File: config.mk
export PLATFORM = sky130hd
export DESIGN_NAME = asp_uart
export DESIGN_NICKNAME = d
export VERILOG_FILES = /design/src/common/asp_pkg.sv /design/src/verilog/asp_baud_timer.sv /design/src/verilog/asp_uart.sv
export SDC_FILE = /design/constraint.sdc
export NUM_CORES = 1
export LEC_CHECK = 0
export ABC_AREA = 1
export ABC_CLOCK_PERIOD_IN_PS = 8400
export BUFFER_PORTS_ARGS = -buffer_cell sky130_fd_sc_hd__buf_2
export CORE_MARGIN = 4
export CORE_UTILIZATION = 50
export CTS_CLUSTER_DIAMETER = 80
export DETAILED_ROUTE_END_ITERATION = 12
export GPL_TIMING_DRIVEN = 0
export HOLD_SLACK_MARGIN = 0.1
export PLACE_DENSITY_LB_ADDON = 0.25
export SYNTH_ARGS = -nofsm -noshare
export SYNTH_HDL_FRONTEND = slang
export SYNTH_SLANG_ARGS = --single-unit
File: constraint.sdc
create_clock -name clk -period 8.4 [get_ports clk]
set_clock_uncertainty 0.1 [all_clocks]
set_input_delay 0.42 -clock clk [delete_from_list [all_inputs] [get_ports clk]]
set_output_delay 0.42 -clock clk [all_outputs]
set_load 0.05 [all_outputs]
File: src/common/asp_pkg.sv
// constants and types shared by the async serial port and its baud timer
`default_nettype none
package asp_pkg;
  // register byte offsets on the APB
  localparam logic [7:0] SERIAL_CONTROL_OFS = 8'h00;
  localparam logic [7:0] SERIAL_BUFFER_OFS  = 8'h04;
  localparam logic [7:0] TIMER_CONTROL_OFS  = 8'h08;
  localparam logic [7:0] TIMER_RELOAD_OFS   = 8'h0c;
  localparam logic [7:0] INT_STATUS_OFS     = 8'h10;
  localparam logic [7:0] INT_MASK_OFS       = 8'h14;

  // serial_control fields; the two done flags share positions with status and mask
  localparam int FRAME_WIDTH_POS = 7;
  localparam int ADDR_MATCH_POS  = 5;
  localparam int RX_ENABLE_POS   = 4;
  localparam int NINTH_TX_POS    = 3;
  localparam int NINTH_RX_POS    = 2;
  localparam int TX_DONE_POS     = 1;
  localparam int RX_DONE_POS     = 0;

  // timer_control fields
  localparam int TIMER_RUN_POS   = 0;
  localparam int CLK_SEL_LSB     = 1;

  // reset values
  localparam logic [7:0] SERIAL_CONTROL_RST = 8'h00;
  localparam logic [2:0] TIMER_CONTROL_RST  = 3'h0;
  localparam logic [7:0] TIMER_RELOAD_RST   = 8'h00;
  localparam logic [1:0] INT_MASK_RST       = 2'h0;
  localparam logic [7:0] RX_BUFFER_RST      = 8'h00;

  // timing counts
  localparam logic [5:0] DIV_SYS4   = 6'h04;
  localparam logic [5:0] DIV_SYS12  = 6'h0c;
  localparam logic [5:0] DIV_SYS48  = 6'h30;
  localparam logic [2:0] DIV_EXT8   = 3'h7;
  localparam logic [7:0] TIMER_TOP  = 8'hff;
  localparam logic [3:0] LAST_DATA  = 4'h7;

  typedef enum logic [1:0] {
    CLK_SYS4  = 2'h0,
    CLK_SYS12 = 2'h1,
    CLK_SYS48 = 2'h2,
    CLK_EXT8  = 2'h3
  } asp_clk_sel_t;

  typedef enum logic [4:0] {
    TX_IDLE  = 5'h01,
    TX_START = 5'h02,
    TX_DATA  = 5'h04,
    TX_NINTH = 5'h08,
    TX_STOP  = 5'h10
  } asp_tx_state_t;

  typedef enum logic [4:0] {
    RX_IDLE  = 5'h01,
    RX_START = 5'h02,
    RX_DATA  = 5'h04,
    RX_NINTH = 5'h08,
    RX_STOP  = 5'h10
  } asp_rx_state_t;

  typedef struct packed {
    logic        psel;
    logic        penable;
    logic        pwrite;
    logic [7:0]  paddr;
    logic [31:0] pwdata;
  } asp_apb_req_t;

  typedef struct packed {
    logic [31:0] prdata;
    logic        pready;
    logic        pslverr;
  } asp_apb_rsp_t;

  typedef struct packed {
    logic       txBit;
    logic       rxSample;
    logic [7:0] lowCount;
  } asp_baud_t;
endpackage
`default_nettype wire

File: src/verilog/asp_baud_timer.sv
// auto-reload baud timer with a private receive copy of the low count
`timescale 1ns/1ns
`default_nettype none
module asp_baud_timer (
  input  wire logic                  clk,
  input  wire logic                  rst,
  input  wire logic                  timerRun,
  input  wire asp_pkg::asp_clk_sel_t clkSel,
  input  wire logic [7:0]            reloadByte,
  input  wire logic                  extOsc,
  input  wire logic                  rxRestart,
  output asp_pkg::asp_baud_t         baud
);
  import asp_pkg::*;

  typedef struct packed {
    logic [5:0] preCnt;
    logic [2:0] extCnt;
    logic       ext1;
    logic       ext2;
    logic       extPrev;
    logic [7:0] txCount;
    logic [7:0] rxCount;
    logic       txHalf;
    logic       rxHalf;
    logic       txBit;
    logic       rxSample;
  } asp_baud_state_t;

  asp_baud_state_t s, n;
  logic            tick;

  function automatic logic [5:0] divisor(input asp_clk_sel_t sel);
    case (sel)
      CLK_SYS12: divisor = DIV_SYS12;
      CLK_SYS48: divisor = DIV_SYS48;
      default:   divisor = DIV_SYS4;
    endcase
  endfunction

  always_comb begin
    n = s;
    n.txBit = 1'b0;
    n.rxSample = 1'b0;
    n.ext1 = extOsc;
    n.ext2 = s.ext1;
    n.extPrev = s.ext2;
    tick = 1'b0;
    if (!timerRun) begin
      n.preCnt = 6'h00;
      n.extCnt = 3'h0;
    end else if (clkSel == CLK_EXT8) begin
      if (s.ext2 && !s.extPrev) begin
        n.extCnt = s.extCnt + 3'h1;
        tick = (s.extCnt == DIV_EXT8);
      end
    end else if (s.preCnt == divisor(clkSel) - 6'h01) begin
      n.preCnt = 6'h00;
      tick = 1'b1;
    end else begin
      n.preCnt = s.preCnt + 6'h01;
    end
    if (tick) begin
      n.txCount = (s.txCount == TIMER_TOP) ? reloadByte : s.txCount + 8'h01;
      n.rxCount = (s.rxCount == TIMER_TOP) ? reloadByte : s.rxCount + 8'h01;
      if (s.txCount == TIMER_TOP) begin
        n.txHalf = !s.txHalf;
        n.txBit = s.txHalf;
      end
      // first overflow lands mid start bit
      if (s.rxCount == TIMER_TOP) begin
        n.rxHalf = !s.rxHalf;
        n.rxSample = !s.rxHalf;
      end
    end
    if (rxRestart) begin
      n.rxCount = reloadByte;
      n.rxHalf = 1'b0;
      // a stale overflow pulse here would step the receiver half a bit early
      n.rxSample = 1'b0;
    end
  end

  always_ff @(posedge clk or posedge rst) begin
    if (rst) begin
      s <= '0;
    end else begin
      s <= n;
    end
  end

  // transmit clock from the visible count, receive from the copy
  assign baud = '{txBit: s.txBit, rxSample: s.rxSample, lowCount: s.txCount};
endmodule
`default_nettype wire

File: src/verilog/asp_uart.sv
// async serial port: APB registers, transmitter, buffered receiver, interrupt
// How it works
// - transmit and receive paths run independently and at the same time
// - a finished byte is buffered so the next frame can shift in
// - serial_buffer reads the received byte, a write loads and starts transmit
// - enabled interrupt rises when either done flag is set
// - done flags stay set until software clears them
// - baud timing comes from the 8-bit auto-reload timer
// - transmit uses the low count, receive a hidden copy of it
// - each counter overflow is halved to give the bit rate
// - receive copy runs with the timer and shares the reload byte
// - a start edge on the receive pin reloads the receive copy
// - timer clock is system clock over 4, 12, 48 or oscillator over 8
// - baud equals timer clock over (256 minus reload), halved
// - 8-bit frame: start, eight data bits LSB first, stop into ninth_rx_bit
// - 9-bit frame adds ninth_tx_bit; received ninth goes to ninth_rx_bit
// - load only if rx flag clear and, with address match, the bit is one
// - frame_width_select, bit 7 of serial_control, picks 8 or 9 bit frames
//
// The APB interface to the registers and the address map are this design's own decisions.
`timescale 1ns/1ns
`default_nettype none
module asp_uart (
  input  wire logic                  clk,
  input  wire logic                  rst,
  input  wire asp_pkg::asp_apb_req_t apbReq,
  output asp_pkg::asp_apb_rsp_t      apbRsp,
  input  wire logic                  extOsc,
  input  wire logic                  rxPin,
  output logic                       txPin,
  output logic                       irq
);
  import asp_pkg::*;

  typedef struct packed {
    logic [7:0]    ctrl;
    logic [2:0]    timerCtl;
    logic [7:0]    reload;
    logic [1:0]    flags;
    logic [1:0]    mask;
    logic [7:0]    rxBuf;
    logic [31:0]   prdata;
    logic          pslverr;
    asp_tx_state_t txState;
    logic          txPend;
    logic [7:0]    txShift;
    logic [3:0]    txCnt;
    logic          txOut;
    asp_rx_state_t rxState;
    logic [7:0]    rxShift;
    logic          rxNinth;
    logic [3:0]    rxCnt;
    logic          rx1;
    logic          rx2;
    logic          rxPrev;
  } asp_uart_state_t;

  asp_uart_state_t s, n;
  asp_baud_t       baud;
  logic            setupPh;
  logic            wrAcc;
  logic            bufWr;
  logic            txAccept;
  logic            startDet;
  logic            rxLoad;
  logic            stopBit;
  logic [1:0]      clrFlags;
  logic [1:0]      setFlags;

  // error flag in bit 32, read data below it
  function automatic logic [32:0] regRead(input asp_uart_state_t st,
                                           input logic [7:0] lowCnt,
                                           input logic [7:0] addr);
    case (addr)
      SERIAL_CONTROL_OFS: regRead = {25'h0, st.ctrl[7], 1'b1, st.ctrl[5:2], st.flags};
      // read side returns the buffered byte
      SERIAL_BUFFER_OFS:  regRead = {25'h0, st.rxBuf};
      TIMER_CONTROL_OFS:  regRead = {30'h0, st.timerCtl};
      TIMER_RELOAD_OFS:   regRead = {17'h0, lowCnt, st.reload};
      INT_STATUS_OFS:     regRead = {31'h0, st.flags};
      INT_MASK_OFS:       regRead = {31'h0, st.mask};
      default:            regRead = {1'b1, 32'h0};
    endcase
  endfunction

  asp_baud_timer baudGen (
    .clk        (clk),
    .rst        (rst),
    .timerRun   (s.timerCtl[TIMER_RUN_POS]),
    .clkSel     (asp_clk_sel_t'(s.timerCtl[CLK_SEL_LSB +: 2])),
    .reloadByte (s.reload),
    .extOsc     (extOsc),
    .rxRestart  (startDet),
    .baud       (baud)
  );

  always_comb begin
    setupPh = apbReq.psel && !apbReq.penable;
    // no wait states, so every access phase completes
    wrAcc = apbReq.psel && apbReq.penable && apbReq.pwrite;
    bufWr = wrAcc && apbReq.paddr == SERIAL_BUFFER_OFS;
    // a write while a byte is already waiting would corrupt it, so it is dropped
    txAccept = bufWr && !s.txPend && (s.txState == TX_IDLE || s.txState == TX_STOP);
    // edge seen only on the second synchroniser stage
    startDet = s.ctrl[RX_ENABLE_POS] && s.rxState == RX_IDLE && s.rxPrev && !s.rx2;
    clrFlags = (wrAcc && apbReq.paddr == INT_STATUS_OFS) ? apbReq.pwdata[1:0] : 2'h0;
    stopBit = s.ctrl[FRAME_WIDTH_POS] ? s.rxNinth : s.rx2;
    // overrun and address match both refuse the load
    rxLoad = baud.rxSample && s.rxState == RX_STOP && !s.flags[RX_DONE_POS]
             && (!s.ctrl[ADDR_MATCH_POS] || stopBit);
    setFlags = 2'h0;
    n = s;
    n.rx1 = rxPin;
    n.rx2 = s.rx1;
    n.rxPrev = s.rx2;

    if (setupPh) begin
      {n.pslverr, n.prdata} = regRead(s, baud.lowCount, apbReq.paddr);
    end
    if (wrAcc) begin
      case (apbReq.paddr)
        SERIAL_CONTROL_OFS: begin
          n.ctrl = {apbReq.pwdata[7], 1'b0, apbReq.pwdata[5:3], s.ctrl[NINTH_RX_POS], 2'h0};
        end
        TIMER_CONTROL_OFS: begin
          n.timerCtl = apbReq.pwdata[2:0];
        end
        TIMER_RELOAD_OFS: begin
          n.reload = apbReq.pwdata[7:0];
        end
        INT_MASK_OFS: begin
          n.mask = apbReq.pwdata[1:0];
        end
        default: begin
        end
      endcase
    end

    // write side loads the transmit register
    if (txAccept) begin
      n.txShift = apbReq.pwdata[7:0];
      n.txPend = 1'b1;
    end

    // transmit path, stepped only by the transmit bit tick
    if (baud.txBit) begin
      case (s.txState)
        TX_IDLE, TX_STOP: begin
          if (s.txPend) begin
            n.txState = TX_START;
            n.txOut = 1'b0;
            n.txPend = 1'b0;
          end else begin
            n.txState = TX_IDLE;
            n.txOut = 1'b1;
          end
        end
        TX_START: begin
          n.txState = TX_DATA;
          n.txOut = s.txShift[0];
          n.txShift = {1'b0, s.txShift[7:1]};
          n.txCnt = 4'h0;
        end
        TX_DATA: begin
          if (s.txCnt == LAST_DATA) begin
            // frame width picks the ninth bit
            if (s.ctrl[FRAME_WIDTH_POS]) begin
              n.txState = TX_NINTH;
              n.txOut = s.ctrl[NINTH_TX_POS];
            end else begin
              n.txState = TX_STOP;
              n.txOut = 1'b1;
              setFlags[TX_DONE_POS] = 1'b1;
            end
          end else begin
            n.txCnt = s.txCnt + 4'h1;
            n.txOut = s.txShift[0];
            n.txShift = {1'b0, s.txShift[7:1]};
          end
        end
        TX_NINTH: begin
          n.txState = TX_STOP;
          n.txOut = 1'b1;
          setFlags[TX_DONE_POS] = 1'b1;
        end
        default: begin
          n.txState = TX_IDLE;
          n.txOut = 1'b1;
        end
      endcase
    end

    // start edge arms the receiver and realigns its timer
    if (startDet) begin
      n.rxState = RX_START;
    end else if (baud.rxSample) begin
      case (s.rxState)
        RX_START: begin
          // a start bit gone high at mid bit was a glitch
          n.rxState = s.rx2 ? RX_IDLE : RX_DATA;
          n.rxCnt = 4'h0;
        end
        RX_DATA: begin
          n.rxShift = {s.rx2, s.rxShift[7:1]};
          n.rxCnt = s.rxCnt + 4'h1;
          if (s.rxCnt == LAST_DATA) begin
            n.rxState = s.ctrl[FRAME_WIDTH_POS] ? RX_NINTH : RX_STOP;
          end
        end
        RX_NINTH: begin
          n.rxNinth = s.rx2;
          n.rxState = RX_STOP;
        end
        RX_STOP: begin
          n.rxState = RX_IDLE;
        end
        default: begin
          n.rxState = RX_IDLE;
        end
      endcase
    end

    // shifter and buffer are separate, so the next frame may shift in
    if (rxLoad) begin
      n.rxBuf = s.rxShift;
      n.ctrl[NINTH_RX_POS] = stopBit;
      setFlags[RX_DONE_POS] = 1'b1;
    end

    // flags clear only by software; a same-cycle set wins
    n.flags = (s.flags & ~clrFlags) | setFlags;
  end

  always_ff @(posedge clk or posedge rst) begin
    if (rst) begin
      s <= '{ctrl: SERIAL_CONTROL_RST, timerCtl: TIMER_CONTROL_RST, reload: TIMER_RELOAD_RST,
             mask: INT_MASK_RST, rxBuf: RX_BUFFER_RST, txState: TX_IDLE, txOut: 1'b1,
             rxState: RX_IDLE, rx1: 1'b1, rx2: 1'b1, rxPrev: 1'b1, default: '0};
    end else begin
      s <= n;
    end
  end

  assign apbRsp = '{prdata: s.prdata, pready: 1'b1, pslverr: s.pslverr};
  assign txPin = s.txOut;
  // level interrupt from unmasked done flags
  assign irq = |(s.flags & s.mask);
endmodule
`default_nettype wire

### After elaboration in Yosys (flattened, before gate mapping)

Cells that the tools add are included.

* add/subtract/negate cells: 7
* bitwise logic cells: 5
* reduce and logical (&&, ||, !) cells: 45
* equal/unequal tests: 30
* muxes and demuxes: 56

Operator list (number)
* $pmux 33 s6: 1
* $mux 8: 5
* $mux 14: 2
* $mux 12: 2
* $mux 6: 4
* $pmux 12 s2: 1
* $mux 1: 22
* $mux 5: 4
* $pmux 5 s4: 1
* $mux 18: 1
* $mux 9: 2
* $reduce_and 2->1: 9
* $add 8x1->8 const B: 2
* $eq 8x4->1 const B: 2
* $eq 8x5->1 const B: 2
* $eq 8x8->1 const B: 2
* $pmux 5 s3: 1
* $logic_and 1x1->1: 14
* $mux 3: 4
* $pmux 6 s2: 1
* $reduce_and 3->1: 4
* $eq 5x1->1 const B: 2
* $eq 5x2->1 const B: 2
* $eq 5x3->1 const B: 2
* other kinds (28): 51

* register bits after elaboration: 133

### Longest topological paths before layout

Gate-level depths: netlist of run 1.

* depth in word-level cells: 11
* depth in mapped cells: 11
* gate-level depth less buffers: 11

### Hierarchy

From an unflattened synthesis of run 1, not the netlist that was laid out.

* cell total of the unflattened synthesis: 834
* area, all modules: 6572.6 µm²

By module, submodules not included
* asp_uart: cells an instance 552, area an instance 4453.0 µm², times used 1
* asp_baud_timer: cells an instance 282, area an instance 2119.5 µm², times used 1

### Worst setup path after synthesis of run 1

Ideal clock, no wire load.

* path kind: register to register
* from: register s[94] in the netlist's numbering
* to: register baudGen.s[9] in the netlist's numbering
* data arrival time: 1.521 ns
* period minus slack after synthesis: 1.734 ns
* required time: 8.187 ns
* path slack: 6.666 ns
* cell stages (with the launch flop): 12
* cell sequence: dfrtp_1 inv_1 ha_1 nand2_1 nand2_1 nor2_1 nand4_2 nand3_2 buf_6 nand3_1 nand2_1 inv_1

* cells in the longest elaborated chain, start to end: 10
* elaborated cells on any way between the ends: 12

Ends and longest elaborated chain
* from (decl): line asp_uart.sv:58 `asp_uart_state_t s, n;`
* from (signal assigned): line asp_uart.sv:236 `s <= '{ctrl: SERIAL_CONTROL_RST, timerCtl: TIMER_CONTROL_RST, reload: TIMER_RELOAD_RST,`
* from (signal assigned): line asp_uart.sv:240 `s <= n;`
* $eq 2x2->1 / $eq 2x1->1 (equally long branches): line asp_baud_timer.sv:34 `case (sel)`
* $pmux 6 s2: line asp_baud_timer.sv:34
* $mux 6: line asp_baud_timer.sv:52 `end else if (clkSel == CLK_EXT8) begin`
* $mux 6: line asp_baud_timer.sv:49 `if (!timerRun) begin`
* $sub 6x1->6: line asp_baud_timer.sv:57 `end else if (s.preCnt == divisor(clkSel) - 6'h01) begin`
* $eq 6x6->1: line asp_baud_timer.sv:57
* $mux 1: line asp_baud_timer.sv:57
* $mux 1 *: line asp_baud_timer.sv:52
* $mux 1 *: line asp_baud_timer.sv:49
* $reduce_bool 2->1 (no line) *
* to (signal assigned): line asp_baud_timer.sv:88 `s <= n;`
* to (decl): line asp_baud_timer.sv:30 `asp_baud_state_t s, n;`

Mark *: on every way between the ends. The rest lies on a longest branch, timed or not. The select of a mux whose other input is x is not followed.
A chain may end at the register's enable or synchronous reset.

### Final worst setup path of run 1

* from: register s[94] in the netlist's numbering
* to: register baudGen.s[10] in the netlist's numbering

The elaborated chain is that of the path after synthesis.

==> results of run 1 <==
cells in the final DEF (no fill, tap or decap), types with 8 or more instances in the layout:
master and instances:
inv_2 9, buf_4 35, a21oi_1 16, buf_2 45
clkbuf_16 17, ha_1 11, nand2_2 8, nand2_1 216
dfrtp_1 111, nand3_1 66, xor2_1 12, nand4_1 8
buf_6 8, o21ai_1 19, o21ai_0 54, inv_1 86
nor2_1 45, o31ai_1 9, conb_1 17
sequential cells by signal, indices dropped and copies added, names as in the netlist:
name / cells
apbRsp: 17
baudGen.baud: 10
baudGen.n: 2
baudGen.s: 20
n: 2
s: 65
txPin: 1
cell type report:
cell class                 count  area share (%)
sequential                   117            39.8
multi-input combinational    530            36.0
clock buffer                  23            6.48
buffer                        51            5.28
inverter                      96            4.95
timing repair buffer          45            3.56
tap                          168            2.85
clock inverter                 9            1.05
layer usage:
| metal | wire length [um] | vias up |
|---|---|---|
| li1 | - | 2616 |
| met1 | 6210 | 2474 |
| met2 | 6670 | 128 |
| met3 | 629 | 21 |
| met4 | 294 | 0 |
| met5 | 0 | - |
worst min-delay path by stage:
stage | endpoint | cells past startpoint | slack (ns)
finish | s[92] | 3 | 0.20
global route | s[92] | 3 | 0.21
CTS | s[92] | 3 | 0.19
detailed placement | baudGen.n[20] | 0 | 0.24
global placement | baudGen.n[20] | 0 | 0.24
floorplan | baudGen.n[20] | 0 | 0.23
worst max-delay path: stages, from the launching register on:
cell and delay [ns]:
dfrtp_1 0.41, inv_1 0.09, ha_1 0.32, nand2_1 0.07
nand2_1 0.04, nor2_1 0.14, nand4_2 0.19, nand3_2 0.14
buf_6 0.15, nand3_1 0.07, nand2_1 0.06, inv_1 0.03
cell families (layout without fill, tap and decap cells):
kind of cell | Yosys count | after routing
flip-flops | 117 | 117
AO/OA/AOI/OAI | 119 | 119
adder cells (fa/ha/maj) | 11 | 11
XOR/XNOR | 14 | 14
buffers and inverters | 147 | 224
other | 2 | 17
AND/OR/NAND/NOR | 368 | 368
multiplexers | 1 | 1
per-stage QoR:
step                hold WS, ns  setup slack, ns
finish                    0.204             6.46
global route              0.209             6.28
CTS                       0.189             6.46
detailed placement        0.239             6.49
global placement          0.236             3.46
floorplan                 0.231             4.79
report_power, final:
part / switching, mW / internal [mW] / leakage [nW]
combinational: 0.0460 / 0.0167 / 1.89
sequential: 0.00421 / 0.570 / 1.55
clock: 0.245 / 0.426 / 0.269
==> flow_metrics.env, run 1 <==
export IMPL_netlist_cell_type_count=39
export IMPL_clock_path_buffers=2
export IMPL_grt_usage_pct=20.5
export IMPL_dpl_cell_area_um2=6790
export IMPL_r2r_end="baudGen.s[10]"
export IMPL_hold_class="in -> reg"
export IMPL_ys_seq_area_share_pct=46.7
export IMPL_htreeDepth=4
export IMPL_die_x_um=120
export IMPL_grt_max_degree=70
export IMPL_root_buffer="clkbuf_16"
export IMPL_use_met1_pct=26.7
export IMPL_cts_setup_buffers=0
export IMPL_min_from="apbReq[7]"
export IMPL_core_area_um2=12200
export IMPL_wl_per_cell_um=13.3
export IMPL_dp_hpwl_mm=10.2
export IMPL_crit_path_start_kind="flop"
export IMPL_vdd_drop_max_mv=0.217
export IMPL_synth_top_family_by_area="simple AND/OR/NAND/NOR gates"
export IMPL_synth_top_area_share_pct=44.2
export IMPL_nNetsFinal=916
export IMPL_cts_sinks=117
export IMPL_yosysWarningCount=0
export IMPL_seq_area_um2=2940
export IMPL_status="completed"
export IMPL_vias=5239
export IMPL_synth_area_mux_share_pct=0.179
export IMPL_worst_ep_required_time_ns=8.60
export IMPL_syn2layout_area_growth_pct=17.3
export IMPL_path_clk_slew_ns=0.05
export IMPL_routed_via_density=5.04
export IMPL_grt_overflow=0
export IMPL_diodes=0
export IMPL_fmax_mhz=517
export IMPL_crit_type="reg -> reg"
export IMPL_remaining_drc_errors=0
export IMPL_wirelength_mm=13.8
export IMPL_synth_edf_count=0
export IMPL_place_inst=1004
export IMPL_synthSimpleGateAreaFrac_pct=26.1
export IMPL_ys_seq_elements=117
export IMPL_die_y_um=120
export IMPL_synth_ff_type="dfrtp_1"
export IMPL_postRouteAntennaNets=0
export IMPL_holdBufCountCts=3
export IMPL_postLayoutCellArea_um2=7370
export IMPL_met3_usage_pct=5.18
export IMPL_yosysMostFrequentCell="nand2_1"
export IMPL_portBuffers=41
export IMPL_leakage_nw=3.71
export IMPL_synthXorXnorAreaFrac_pct=1.95
export IMPL_fin_crit_sh_pct=23.0
export IMPL_synth_fa_ha_area_share_pct=2.19
export IMPL_grtUsageMet2_pct=33.3
export IMPL_place_gp_congestion=0.881
export IMPL_multi_input_area_um2=2660
export IMPL_arrival_ns=2.14
export IMPL_cts_buffers=17
export IMPL_ff2ff_path_depth=11
export IMPL_cp_endpoint="baudGen.s[10]"
export IMPL_setup_tns_ns=0
export IMPL_r2r_slack_ns=6.46
export IMPL_powerDensity_nw_per_um2=177
export IMPL_num_rows=40
export IMPL_ys_async_sr_fraction_pct=100
export IMPL_rsz0062_at_grt="false"
export IMPL_fillers=1111
export IMPL_synth_top_area_cell="dfrtp_1"
export IMPL_cp_startpoint="s[94]"
export IMPL_dieArea_um2=14400
export IMPL_synth_area_um2=6280
export IMPL_synthTopCellsByArea="dfrtp_1 (44%), nand2_1 (13%), nand3_1 (5.3%)"
export IMPL_drv_slew=0
export IMPL_drt_iter0_markers=476
export IMPL_hold_viol=0
export IMPL_final_layout_size_suffix_gt1_share_pct=19.1
export IMPL_grt_busiest_layer="met2"
export IMPL_utilization_pct=60.6
export IMPL_finalPower_mw=1.31
export IMPL_cts_tree="done"
export IMPL_ctsResizeCount=0
export IMPL_synth_compound_area_share_pct=10.8
export IMPL_syn_avg_cell_area_um2=8.07
export IMPL_final_cell_count_no_fill=1039
export IMPL_r2r_start="s[94]"
export IMPL_max_cap_viol_count=0
export IMPL_io_pin_count=83
export IMPL_setup_viol=0
export IMPL_period_needed_ns=1.94
export IMPL_end_kind="flop"
export IMPL_grt_pass1_vias=5058
export IMPL_initial_core_util_pct=51.7
export IMPL_antenna_found_initial=0
export IMPL_dr_pass1_iters=7
export IMPL_clock_latency_ns=0.41
export IMPL_grt_pass1_wl_mm=23.7
export IMPL_worstPathMaxFanout=10
export IMPL_syn_inst=779
export IMPL_yosys_top_cells_count="nand2_1 (216), dfrtp_1 (111), inv_1 (87)"
No activity file was read; power rests on OpenSTA's default activity.
==> inputs of run 2 (changes only) <==
Settings changed: ABC_AREA 1 to 0, ABC_CLOCK_PERIOD_IN_PS 8400 to 1650.
Clock period 8.4 ns to 1.65 ns, I/O delays scaled along.
==> run 2 against run 1 <==
  * Critical endpoint is now s[31]
  * Global-route usage up 2.0 points
  * Combinational power grew to 6.0 times the previous value
  * First-iteration DRC count decreased by 13%
  * Clock power increased to 4.9 times the previous value
  * Sequential power grew to 5.1 times the previous value
  * Highest routed layer unchanged
  * Die area decreased by 4.0%
  * Fmax shrank 8.8%
  * The flow now finishes with violations (negative setup slack)
==> flow_metrics.env, run 2 <==
export IMPL_arrival_ns=2.31
export IMPL_largest_reg_flops=65
export IMPL_core_area_um2=11600
export IMPL_io_pin_count=83
export IMPL_combPwrFrac_pct=5.7
export IMPL_yosys_top_cells_count="dfrtp_1 (111), nand2_1 (72), buf_4 (34)"
export IMPL_grt_max_degree=43
export IMPL_regMostFlops="s"
export IMPL_worst_ep_required_time_ns=1.84
export IMPL_fmax_mhz=471
export IMPL_syn_avg_cell_area_um2=10.2
export IMPL_grt_overflow=0
export IMPL_dr_pass1_iters=5
export IMPL_vias=5297
export IMPL_synth_area_um2=6020
export IMPL_synth_edf_count=0
export IMPL_p_seq_share_pct=44.2
export IMPL_synthTopCellsByArea="dfrtp_1 (46%), mux2_2 (5.8%), nand2_1 (4.5%)"
export IMPL_crit_path_start_kind="flop"
export IMPL_route_met3_wl_mm=1.04
export IMPL_max_cap_viol_count=0
export IMPL_failed_checks="negative setup slack"
export IMPL_period_needed_ns=2.12
export IMPL_wl_per_cell_um=18.5
export IMPL_routed_via_density=5.87
export IMPL_die_y_um=118
export IMPL_drt_met1_wl_mm=7.12
export IMPL_hold_class="in -> reg"
export IMPL_switchingPower_mw=1.47
export IMPL_clock_path_buffers=2
export IMPL_setup_tns_ns=-16.90
export IMPL_clock_latency_ns=0.41
export IMPL_cts_tree="done"
export IMPL_leakage_nw=3.97
export IMPL_wirelength_mm=16.7
export IMPL_postRouteAntennaNets=0
export IMPL_rsz0062_at_grt="true"
export IMPL_status="complete, but fails checks"
export IMPL_root_buffer="clkbuf_16"
export IMPL_yosysWarningCount=0
export IMPL_setup_viol=59
export IMPL_drv_slew=0
export IMPL_slew_headroom_pct=33.1
export IMPL_grt_pass1_wl_mm=25.4
export IMPL_nNetsFinal=808
export IMPL_diodes=0
export IMPL_initial_core_util_pct=51.8
export IMPL_ys_async_sr_fraction_pct=100
export IMPL_crit_type="reg -> reg"
export IMPL_dieArea_um2=13900
export IMPL_fin_hold_ws_ns=0.106
export IMPL_fin_crit_sh_pct=129
export IMPL_synth_top_area_share_pct=46.2
export IMPL_final_cell_mix="dfrtp_1 (104), buf_4 (73), nand2_1 (64)"
export IMPL_drt_iter0_markers=412
export IMPL_synth_ff_type="dfrtp_1"
export IMPL_htreeDepth=4
export IMPL_vdd_drop_max_mv=0.585
export IMPL_remaining_drc_errors=0
export IMPL_hold_viol=0
export IMPL_ys_seq_area_share_pct=48.8
export IMPL_cts_sinks=117
export IMPL_yosysMostFrequentCell="dfrtp_1"
export IMPL_dr_max_layer_used="met4"
export IMPL_antenna_found_initial=0
export IMPL_wl_met2_mm=8.15
export IMPL_synth_top_area_cell="dfrtp_1"
export IMPL_portBuffers=39
export IMPL_grt_usage_pct=22.5
export IMPL_path_clk_slew_ns=0.05
export IMPL_tightest_slew_ns=0.998
export IMPL_setup_ws_ns=-0.473
export IMPL_swShare_pct=22.2
export IMPL_syn2layout_area_growth_pct=42.7
export IMPL_die_x_um=118
export IMPL_p_int_mw=5.13
export IMPL_p_clk_share_pct=50.1
export IMPL_netlist_cell_type_count=64
export IMPL_end_kind="flop"
export IMPL_grt_pass1_vias=4897
export IMPL_layout_commonest_cell="dfrtp_1"
export IMPL_syn_inst=591
export IMPL_powerDensity_nw_per_um2=768
export IMPL_final_layout_size_suffix_gt1_share_pct=42.4
export IMPL_ys_seq_elements=117
export IMPL_dp_hpwl_mm=9.72
export IMPL_worstPathMaxFanout=9
export IMPL_cts_buffers=17
export IMPL_num_rows=39
export IMPL_place_gp_congestion=0.894
-- run 2: cell count changes in the layout (fill, tap and decap cells not counted), sizes merged, moves of 24 or more --
cell and delta:
o21ai -34, buf +59, mux2 +30, nor2 -31, inv -83, mux2i +24, nand2 -155, nand3 -45
-- run 2: worst paths after layout --
path,startpoint,depth (start not counted),to,slack (ns)
min reg2reg,baudGen.n[21],0,baudGen.n[20],0.24
max reg2reg,s[36],5,s[31],-0.47
min,apbReq[37],4,apbRsp[6],0.11
max,s[36],5,s[31],-0.47
max in group asynchronous,rst,5,n[1],0.37
min in group asynchronous,rst,3,s[38],0.19
-- run 2: final cells by class --
cell class / count / area, um^2
multi-input cells: 417 / 3360
fillers: 744 / 3030
flip-flops and latches: 117 / 2940
repair buffers: 127 / 1080
clock buffers: 23 / 468
plain buffers: 55 / 429
well taps: 143 / 179
inverters: 14 / 58.8
clock inverters: 6 / 55.1
repair inverters: 1 / 5.00
-- run 2: power groups by stage --
stage | combinational [mW] | sequential [mW] | clock (mW)
floorplan | 0.238 | 2.95 | 0
global placement | 0.306 | 2.96 | 0
detailed placement | 0.322 | 2.96 | 0
CTS | 0.360 | 2.91 | 3.34
global route | 0.404 | 2.91 | 3.51
finish | 0.374 | 2.91 | 3.31
-- run 2: timing repair --
item	CTS	global route
hold buffers	17	0
pin swaps	18	45
buffers inserted	33	34
endpoints found under the setup margin	56	107
cloned	5	2
endpoints found under the hold margin	70	0
gates resized for setup	54	102
-- run 2: cells by family (layout without fill, tap and decap cells) --
kind of cell | Yosys count | count (layout) | share of synthesized area, %
multiplexers | 56 | 56 | 10.2
flip-flops | 117 | 117 | 48.8
AND/OR/NAND/NOR | 200 | 200 | 17.1
adder cells (fa/ha/maj) | 11 | 11 | 2.29
XOR/XNOR | 7 | 7 | 1.02
other | 2 | 17 | 0.125
buffers and inverters | 72 | 226 | 6.80
AO/OA/AOI/OAI | 126 | 126 | 13.7
-- run 2: metrics by stage --
stage	utilization [%]	cell area, um^2	power (mW)	cells	setup WS (ns)
final	73.9	8590	6.59	903	-0.473
after global placement	57.7	6700	3.26	788	-0.861
after global routing	73.9	8590	6.82	903	-0.542
after detailed placement	58.0	6740	3.28	790	-0.620
after floorplan	-	6330	3.19	606	-0.397
after CTS	68.5	7960	6.61	872	-0.471
-- run 2: critical path: stages, from the launching register on --
cell and delay [ns]:
dfrtp_2 0.49, or4_4 0.56, or4_4 0.46, buf_6 0.16
mux2i_1 0.15, o21ai_1 0.08
-- run 2: routing by layer --
layer / GRT usage, % / up-vias
met5: 0 / -
met4: 8.50 / 0
met3: 5.09 / 37
met2: 35.1 / 215
met1: 30.8 / 2636
li1: - / 2409
